**config.mk**
```make
export PLATFORM = sky130hd
export DESIGN_NAME = mslc_control
export DESIGN_NICKNAME = d
export VERILOG_FILES = /design/src/include/mslc_pkg.sv /design/src/verilog/mslc_control.sv /design/src/verilog/mslc_pwm_gate.sv
export SDC_FILE = /design/constraint.sdc
export NUM_CORES = 1
export LEC_CHECK = 0
export ABC_CLOCK_PERIOD_IN_PS = 6000
export BUFFER_PORTS_ARGS = -buffer_cell sky130_fd_sc_hd__buf_2
export CAP_MARGIN = 10
export CORE_UTILIZATION = 49
export DETAILED_ROUTE_END_ITERATION = 8
export PLACE_DENSITY = 0.78
export SLEW_MARGIN = 20
export SYNTH_ARGS = -nofsm -noshare
export SYNTH_HDL_FRONTEND = slang
export SYNTH_SLANG_ARGS = --single-unit
export TNS_END_PERCENT = 5
```
**constraint.sdc**
```tcl
create_clock -name i_mclk -period 6 [get_ports i_mclk]
set_clock_uncertainty 0.05 [all_clocks]
set_input_delay 0.3 -clock i_mclk [delete_from_list [all_inputs] [get_ports i_mclk]]
set_output_delay 0.3 -clock i_mclk [all_outputs]
set_load 0.1 [all_outputs]
```
**src/include/mslc_pkg.sv**
```systemverilog
package mslc_pkg;

  // register map
  localparam logic [7:0] MSLC_OFS_VERSION  = 8'h3f;
  localparam logic [7:0] MSLC_OFS_CONTROL  = 8'h40;

  // control register field positions
  localparam int         MSLC_BIT_START    = 0;
  localparam int         MSLC_BIT_LOCK     = 1;
  localparam int         MSLC_BIT_READY    = 2;
  localparam int         MSLC_BIT_OVERRIDE = 3;
  localparam logic [7:0] MSLC_CONTROL_RST  = 8'h00;

  // identification fields (values arbitrary)
  localparam logic [3:0] MSLC_VERSION_NIB  = 4'h3;
  localparam logic [3:0] MSLC_STEPPING_NIB = 4'h1;

  // timing
  localparam int         MSLC_CLK_MHZ      = 200;
  localparam int         MSLC_SETTLE_MS    = 82;
  localparam int         MSLC_SETTLE_CYC   = MSLC_SETTLE_MS * 1000 * MSLC_CLK_MHZ;
  localparam int         MSLC_READY_CYC    = 16;

  // pwm full-duty pattern
  localparam logic [7:0] MSLC_DUTY_FULL    = 8'hff;

  // register access request
  typedef struct packed {
    logic       wr;
    logic       rd;
    logic [7:0] addr;
    logic [7:0] wdata;
  } mslc_req_s;

  // run state handed to monitoring and pwm logic
  typedef struct packed {
    logic start;
    logic lock;
    logic ready;
    logic full_duty_override;
    logic monitor_valid;
  } mslc_run_s;

  typedef enum logic [1:0] {
    MSLC_IDLE,
    MSLC_SETTLE,
    MSLC_RUN
  } mslc_state_e;

endpackage

```
**src/verilog/mslc_control.sv**
```systemverilog
`timescale 1ns/1ps
module mslc_control
  import mslc_pkg::*;
#(
  parameter int NUM_PWM    = 3,
  parameter int SETTLE_CYC = MSLC_SETTLE_CYC
)
(
  // clock and reset
  input  wire logic               i_mclk,
  input  wire logic               i_reset,
  // register port
  input  wire mslc_req_s          i_req,
  output logic [7:0]              o_rdata,
  output logic                    o_rvalid,
  // limit register write gating
  input  wire logic               i_limit_wr,
  output logic                    o_limit_wr_en,
  // monitoring
  input  wire logic               i_tach_update,
  input  wire logic               i_status_event,
  output logic                    o_status_set_en,
  output logic                    o_tach_update_en,
  output logic                    o_reading_update_en,
  output logic                    o_use_defaults,
  output mslc_run_s               o_run,
  // pwm
  input  wire logic [NUM_PWM*8-1:0] i_duty,
  output logic [NUM_PWM-1:0]      o_pwm
);

  ////////////////////////////////////////////////////////////////////////
  // control register fields

  logic        start_r;
  logic        start_nxt;
  logic        lock_r;
  logic        lock_nxt;
  logic        ovr_r;
  logic        ovr_nxt;
  logic        ctrl_wr;

  // one decoder for the write strobe and the read mux
  function automatic logic reg_hit(input logic [7:0] addr, input logic [7:0] ofs);
    return (addr == ofs);
  endfunction

  assign ctrl_wr = i_req.wr && reg_hit(i_req.addr, MSLC_OFS_CONTROL);

  always_comb
  begin
    start_nxt = start_r;
    lock_nxt  = lock_r;
    ovr_nxt   = ovr_r;
    if (ctrl_wr)
    begin
      start_nxt = i_req.wdata[MSLC_BIT_START];
      ovr_nxt   = i_req.wdata[MSLC_BIT_OVERRIDE];
      // lock is sticky: once set, later writes cannot clear it
      if (!lock_r)
        lock_nxt = i_req.wdata[MSLC_BIT_LOCK];
    end
  end

  always_ff @(posedge i_mclk)
  begin
    if (i_reset)
    begin
      start_r <= MSLC_CONTROL_RST[MSLC_BIT_START];
      lock_r  <= MSLC_CONTROL_RST[MSLC_BIT_LOCK];
      ovr_r   <= MSLC_CONTROL_RST[MSLC_BIT_OVERRIDE];
    end
    else
    begin
      start_r <= start_nxt;
      lock_r  <= lock_nxt;
      ovr_r   <= ovr_nxt;
    end
  end

  ////////////////////////////////////////////////////////////////////////
  // power-up ready flag

  logic       ready_r;
  logic       ready_nxt;
  logic [4:0] rdy_cnt_r;
  logic [4:0] rdy_cnt_nxt;

  always_comb
  begin
    ready_nxt   = ready_r;
    rdy_cnt_nxt = rdy_cnt_r;
    // ready after internal power-up settle; software cannot touch it
    if (!ready_r)
    begin
      if (rdy_cnt_r == 5'(MSLC_READY_CYC - 1))
        ready_nxt = 1'b1;
      else
        rdy_cnt_nxt = rdy_cnt_r + 5'h01;
    end
  end

  always_ff @(posedge i_mclk)
  begin
    if (i_reset)
    begin
      ready_r   <= 1'b0;
      rdy_cnt_r <= 5'h00;
    end
    else
    begin
      ready_r   <= ready_nxt;
      rdy_cnt_r <= rdy_cnt_nxt;
    end
  end

  ////////////////////////////////////////////////////////////////////////
  // settle timer: readings valid a fixed time after start

  localparam int SETTLE_W = $clog2(SETTLE_CYC + 1);

  logic [SETTLE_W-1:0] settle_r;
  logic [SETTLE_W-1:0] settle_nxt;
  mslc_state_e         state_r;
  mslc_state_e         state_nxt;

  always_comb
  begin
    settle_nxt = settle_r;
    state_nxt  = state_r;
    unique case (state_r)
      MSLC_IDLE:
      begin
        if (start_nxt)
        begin
          state_nxt  = MSLC_SETTLE;
          settle_nxt = '0;
        end
      end
      MSLC_SETTLE:
      begin
        // a cleared start drops back and restarts the wait
        if (!start_nxt)
          state_nxt = MSLC_IDLE;
        else if (settle_r == SETTLE_W'(SETTLE_CYC - 1))
          state_nxt = MSLC_RUN;
        else
          settle_nxt = settle_r + SETTLE_W'(1);
      end
      MSLC_RUN:
      begin
        if (!start_nxt)
          state_nxt = MSLC_IDLE;
      end
      // the two-bit code has one unused value
      default:
      begin
        state_nxt  = MSLC_IDLE;
        settle_nxt = '0;
      end
    endcase
  end

  always_ff @(posedge i_mclk)
  begin
    if (i_reset)
    begin
      settle_r <= '0;
      state_r  <= MSLC_IDLE;
    end
    else
    begin
      settle_r <= settle_nxt;
      state_r  <= state_nxt;
    end
  end

  ////////////////////////////////////////////////////////////////////////
  // read port

  function automatic logic [7:0] rd_mux(input logic [7:0] addr);
    logic [7:0] v;
    v = 8'h00;
    if (reg_hit(addr, MSLC_OFS_VERSION))
      v = {MSLC_VERSION_NIB, MSLC_STEPPING_NIB};
    else if (reg_hit(addr, MSLC_OFS_CONTROL))
      v = {4'h0, ovr_r, ready_r, lock_r, start_r};
    return v;
  endfunction

  logic [7:0] rdata_r;
  logic [7:0] rdata_nxt;
  logic       rvalid_r;
  logic       rvalid_nxt;

  always_comb
  begin
    rvalid_nxt = i_req.rd;
    rdata_nxt  = i_req.rd ? rd_mux(i_req.addr) : rdata_r;
  end

  always_ff @(posedge i_mclk)
  begin
    if (i_reset)
    begin
      rdata_r  <= 8'h00;
      rvalid_r <= 1'b0;
    end
    else
    begin
      rdata_r  <= rdata_nxt;
      rvalid_r <= rvalid_nxt;
    end
  end

  ////////////////////////////////////////////////////////////////////////
  // pulse enables to limit, status and tachometer logic

  logic limit_en_r;
  logic limit_en_nxt;
  logic status_en_r;
  logic status_en_nxt;
  logic tach_en_r;
  logic tach_en_nxt;

  always_comb
  begin
    // only lock blocks limit writes; storage untouched by start
    limit_en_nxt  = i_limit_wr && !lock_nxt;
    status_en_nxt = start_nxt && i_status_event;
    tach_en_nxt   = i_tach_update;
  end

  always_ff @(posedge i_mclk)
  begin
    if (i_reset)
    begin
      limit_en_r  <= 1'b0;
      status_en_r <= 1'b0;
      tach_en_r   <= 1'b0;
    end
    else
    begin
      limit_en_r  <= limit_en_nxt;
      status_en_r <= status_en_nxt;
      tach_en_r   <= tach_en_nxt;
    end
  end

  ////////////////////////////////////////////////////////////////////////
  // reading update and default-limit selects

  logic read_en_r;
  logic read_en_nxt;
  logic defaults_r;
  logic defaults_nxt;

  always_comb
  begin
    // readings frozen until start, then updated
    read_en_nxt  = start_nxt;
    defaults_nxt = !start_nxt;
  end

  always_ff @(posedge i_mclk)
  begin
    if (i_reset)
    begin
      read_en_r  <= 1'b0;
      defaults_r <= 1'b1;
    end
    else
    begin
      read_en_r  <= read_en_nxt;
      defaults_r <= defaults_nxt;
    end
  end

  ////////////////////////////////////////////////////////////////////////
  // run state handed to monitoring and pwm logic

  mslc_run_s run_r;
  mslc_run_s run_nxt;

  always_comb
  begin
    run_nxt.start              = start_nxt;
    run_nxt.lock               = lock_nxt;
    run_nxt.ready              = ready_nxt;
    run_nxt.full_duty_override = ovr_nxt;
    run_nxt.monitor_valid      = (state_nxt == MSLC_RUN);
  end

  always_ff @(posedge i_mclk)
  begin
    if (i_reset)
      run_r <= '0;
    else
      run_r <= run_nxt;
  end

  ////////////////////////////////////////////////////////////////////////
  // pwm outputs

  logic force_full;

  assign force_full = !start_r || ovr_r;

  genvar g;
  generate
    for (g = 0; g < NUM_PWM; g++)
    begin : g_pwm
      mslc_pwm_gate u_pwm (
        .i_mclk       (i_mclk),
        .i_reset      (i_reset),
        .i_force_full (force_full),
        .i_duty       (i_duty[g*8 +: 8]),
        .o_pwm        (o_pwm[g])
      );
    end
  endgenerate

  assign o_rdata             = rdata_r;
  assign o_rvalid            = rvalid_r;
  assign o_limit_wr_en       = limit_en_r;
  assign o_status_set_en     = status_en_r;
  assign o_tach_update_en    = tach_en_r;
  assign o_reading_update_en = read_en_r;
  assign o_use_defaults      = defaults_r;
  assign o_run               = run_r;

endmodule

```
**src/verilog/mslc_pwm_gate.sv**
```systemverilog
`timescale 1ns/1ps
module mslc_pwm_gate
  import mslc_pkg::*;
(
  // clock and reset
  input  wire logic       i_mclk,
  input  wire logic       i_reset,
  // control
  input  wire logic       i_force_full,
  input  wire logic [7:0] i_duty,
  // pwm output
  output logic            o_pwm
);

  logic [7:0] phase_r;
  logic [7:0] phase_nxt;
  logic       pwm_r;
  logic       pwm_nxt;

  always_comb
  begin
    phase_nxt = phase_r + 8'h01;
    // full duty: high 255 clocks, low 1 clock
    if (i_force_full)
      pwm_nxt = (phase_r != MSLC_DUTY_FULL);
    else
      pwm_nxt = (phase_r < i_duty);
  end

  always_ff @(posedge i_mclk)
  begin
    if (i_reset)
    begin
      phase_r <= 8'h00;
      pwm_r   <= 1'b0;
    end
    else
    begin
      phase_r <= phase_nxt;
      pwm_r   <= pwm_nxt;
    end
  end

  assign o_pwm = pwm_r;

endmodule
```
==> parameters.txt <==
Parameter                              Value

Outcome
  Outcome ... completed

Setup path
  Register-to-register setup slack ... 3.38 ns
  Type of element capturing the critical path ... flop
  FF-to-FF Start ... settle_r[1]
  Critical path startpoint ... settle_r[1]
  Largest fanout on the critical path ... 15
  Worst-path cell chain ... ha_1 > and3_1 > nand4_1 > o31ai_2 > buf_4 > or4_1 > a21oi_1
  Arrival time reported for the critical path endpoint ... 2.78 ns
  Largest stage delay on the critical path ... 0.82 ns
  Required time reported for the critical path endpoint ... 6.16 ns
  Nature of the critical path startpoint ... flop
  Endpoint of the worst-slack reg-to-reg timing path ... settle_r[18]
  Worst r2r path cells ... 7
  Cell with the largest stage delay on the worst path ... sky130_fd_sc_hd__o31ai_2
  Type of the worst setup path ... reg -> reg

Floorplanning
  Top-Level Pins ... 69
  Effective utilization at floorplan ... ~50%
  Die extent in x ... 91.2 um
  FP Rows ... 32
  Area of the die ... 0.00832 sq mm
  Chip height ... between 90 and 100 um
  Standard cell core area ... about 0.0077 sq mm

Synth
  Most instantiated flip-flop cell in the synthesis netlist ... sky130_fd_sc_hd__dfxtp_1
  Mapped Cells ... 456
  Post-synth ARST share ... 0%
  Synth unique cells ... 51
  Number of enable-type register cells in the synthesized netlist ... 0
  Area of the mapped netlist ... slightly below 0.004 sq mm
  Share of synthesized area occupied by flip-flops and latches ... 37.5%
  Post-synthesis average cell area ... 8.55 sq um
  Warnings, synthesis ... 0
  Total of flip-flops plus latches after synthesis ... 73

Clock tree
  Post-cts sizing count ... 0
  CTS H-tree lvls ... 3
  Total clock buffers created by CTS ... 9
  CTS tree ... done
  # Post-CTS Setup Buffers ... 0
  Clock latency on the worst-skew pair ... 0.36 ns
  Clock input transition at the sequential cells of the worst setup and hold paths ... 0.07 ns
  Number of buffers added to fix hold violations after cts ... 0
  Clock buffer depth ... 2
  Number of clock sinks ... 73
  Root buf cell ... sky130_fd_sc_hd__clkbuf_8

GRT
  Total congestion overflow ... 0
  Overall track demand over capacity in global routing ... 21.3%
  Most used routing layer ... met2
  Vias in the first global route ... 3394
  Grt met3 use ... 4.94%
  Met2 track utilization from global routing ... between 30% and 40%
  Largest net degree at the start of global routing ... 58
  Antenna violations before repair ... 0
  Wire length of the first global-routing pass ... roughly 14000 um
  Met1 track demand over resource in global routing ... 25.9%

Timing
  Worst Tran Pin Value ... roughly 0.9 ns
  Fin crit period ... 2.62 ns
  Hold Vio Cnt, Final ... 0
  Achievable Freq ... roughly 380 MHz
  Setup repair after global routing missed its margin ... false
  Relative slew slack ... 40.5%
  Max-slew violation total from the final report ... 0
  Tcrit/Tclk final ... a little over two fifths
  Number of setup violations in the final report ... 0
  Total negative slack ... 0 ns

Power
  Worst vdd rail ir drop ... roughly 130 uV
  Static Leak ... 1.84 nW
  PwrDens ... 248 mW/mm^2

Hold path
  Instance count along the most critical hold path ... 2
  Launch instance of the worst min-delay path ... i_status_event
  Hold WC Path Type ... in -> reg
  Hold worst-path end ... o_status_set_en

Finish
  Diode insertion count for antenna repair ... 0
  Count of filler cells inserted in the layout ... 712
  Relative area change from synthesis to final layout ... 14.4%
  Post-layout utilization of the core ... 57.7%
  Final-stage net count ... 575
  Register area ... ~0.0015 sq mm
  Fraction of layout cells with a size suffix above 1 ... 17.2%
  Multi-input combinational cell area ... approximately 0.0022 sq mm

Placed design
  Number of buffers inserted by port buffering ... 61
  Routability-driven placement congestion ratio ... 0.825
  Total half-perimeter wirelength after legalization and detailed placement ... just under 6000 um

Route
  Mean number of vias per cell ... 5.74
  Number of nets still failing antenna checks after routing ... 0
  Routed wirelength normalized by instance count ... around 14 um
  Detailed-route via count ... 3489
  Routed WL ... 8330 um
  Post-route DRC ... 0
  Count of TritonRoute iterations in the first routing pass ... 4
  Initial DRC count ... 193

Run
  Max capacitance violation total ... 0
[state kept, by name (all words and copies together) (netlist names)]
signal               flops
o_limit_wr_en            1
g_pwm.u_pwm.phase_r     24
rdy_cnt_r                5
o_rvalid                 1
o_use_defaults           1
o_status_set_en          1
state_r                  2
o_run                    5
o_tach_update_en         1
o_rdata                  5
g_pwm.u_pwm.o_pwm        3
settle_r                24
[cells in the mapped netlist, drive strengths merged (2+ instances only)]
| cell type | n | area, sq um |
|---|---|---|
| buf | 19 | 130 |
| nor2b | 8 | 50.1 |
| dfxtp | 73 | 1460 |
| o211ai | 4 | 30.0 |
| o31ai | 14 | 105 |
| a211oi | 5 | 42.5 |
| xor2 | 9 | 78.8 |
| nand2b | 13 | 81.3 |
| and3 | 9 | 56.3 |
| and2 | 7 | 43.8 |
| and4 | 2 | 17.5 |
| a21o | 6 | 45.0 |
| nor2 | 30 | 113 |
| or4 | 15 | 116 |
| or4b | 9 | 93.8 |
| ha | 27 | 338 |
| nand2 | 25 | 93.8 |
| and3b | 2 | 21.3 |
| o41ai | 7 | 61.3 |
| o21ai | 11 | 55.1 |
| clkbuf | 11 | 41.3 |
| inv | 32 | 120 |
| nand3 | 23 | 115 |
| a31oi | 3 | 18.8 |
| or3 | 12 | 75.1 |
| xnor2 | 6 | 52.6 |
| nor3 | 6 | 30.0 |
| o2111ai | 3 | 26.3 |
| a21oi | 37 | 185 |
| nor4 | 6 | 37.5 |
| nand4 | 12 | 75.1 |
[power by group]
part	internal, mW	leakage (nW)	switching (mW)
clock network	0.332	0.137	0.189
logic	0.0311	1.11	0.0521
registers	0.493	0.592	0.00768
[worst max-delay path, delay by kind of cell (launching register included)]
kind	cells	cell delay [ns]
adder cells (fa/ha/maj)	1	0.25
buffers and inverters	1	0.34
AO/OA/AOI/OAI	2	0.88
flip-flops	1	0.40
AND/OR/NAND/NOR	3	0.55
[final cells by class]
cell class	instances	area share (%)
clock buffer	10	3.09
clock inverter	6	3.09
inverter	32	2.69
multi-input combinational	322	48.3
sequential	73	32.8
tap	102	2.86
timing repair buffer	63	7.18
[cell usage in the layout (no fill, tap or decap), types with 7 or more instances in the layout]
cell	count
sky130_fd_sc_hd__clkbuf_8	10
sky130_fd_sc_hd__or4b_1	7
sky130_fd_sc_hd__ha_1	27
sky130_fd_sc_hd__nand2_1	25
sky130_fd_sc_hd__nand3_1	23
sky130_fd_sc_hd__o31ai_1	13
sky130_fd_sc_hd__o41ai_1	7
sky130_fd_sc_hd__or4_1	14
sky130_fd_sc_hd__buf_2	61
sky130_fd_sc_hd__and3_1	9
sky130_fd_sc_hd__nor2b_1	8
sky130_fd_sc_hd__nand2b_1	13
sky130_fd_sc_hd__inv_1	32
sky130_fd_sc_hd__nand4_1	12
sky130_fd_sc_hd__dfxtp_1	73
sky130_fd_sc_hd__a21oi_1	37
sky130_fd_sc_hd__o21ai_0	10
sky130_fd_sc_hd__or3_1	12
sky130_fd_sc_hd__nor2_1	30
sky130_fd_sc_hd__xor2_1	9
[routing by layer]
layer	share of wire, %	vias to the layer above
met2	49	81
met4	1.5	0
li1	-	1746
met1	45	1649
met5	0	-
met3	4.1	13
[stage by stage]
step                      area [sq um]  std cells  power [mW]  hold WS [ns]  worst slack [ns]
final                             4460        608        1.10        0.0998              3.38
after global routing              4460        608        1.15        0.0911              3.12
after CTS                         4460        608        1.12        0.0955              3.39
after detailed placement          4190        592       0.596         0.406              3.20
after global placement            4190        592       0.592         0.389              3.26
after floorplan                   3900        457       0.573         0.372              3.55
[cell families after synthesis]
group	count (synthesis)	synth area share [%]
and+or+nand+nor	183	27.1
AOI/OAI and AO/OA	94	15.6
DFF	73	37.5
buffers and inverters	62	7.48
adders and majority gates	27	8.66
xor gates and xnor gates	15	3.37
other	1	0.0962
muxes	1	0.289
[how the worst max path moves through the flow]
stage | endpoint | cells after the start
floorplan | settle_r[16] | 6
finish | settle_r[18] | 7
CTS | settle_r[17] | 7
global route | settle_r[17] | 7
global placement | settle_r[18] | 6
detailed placement | settle_r[11] | 6
(Power assumes the default switching activity.)
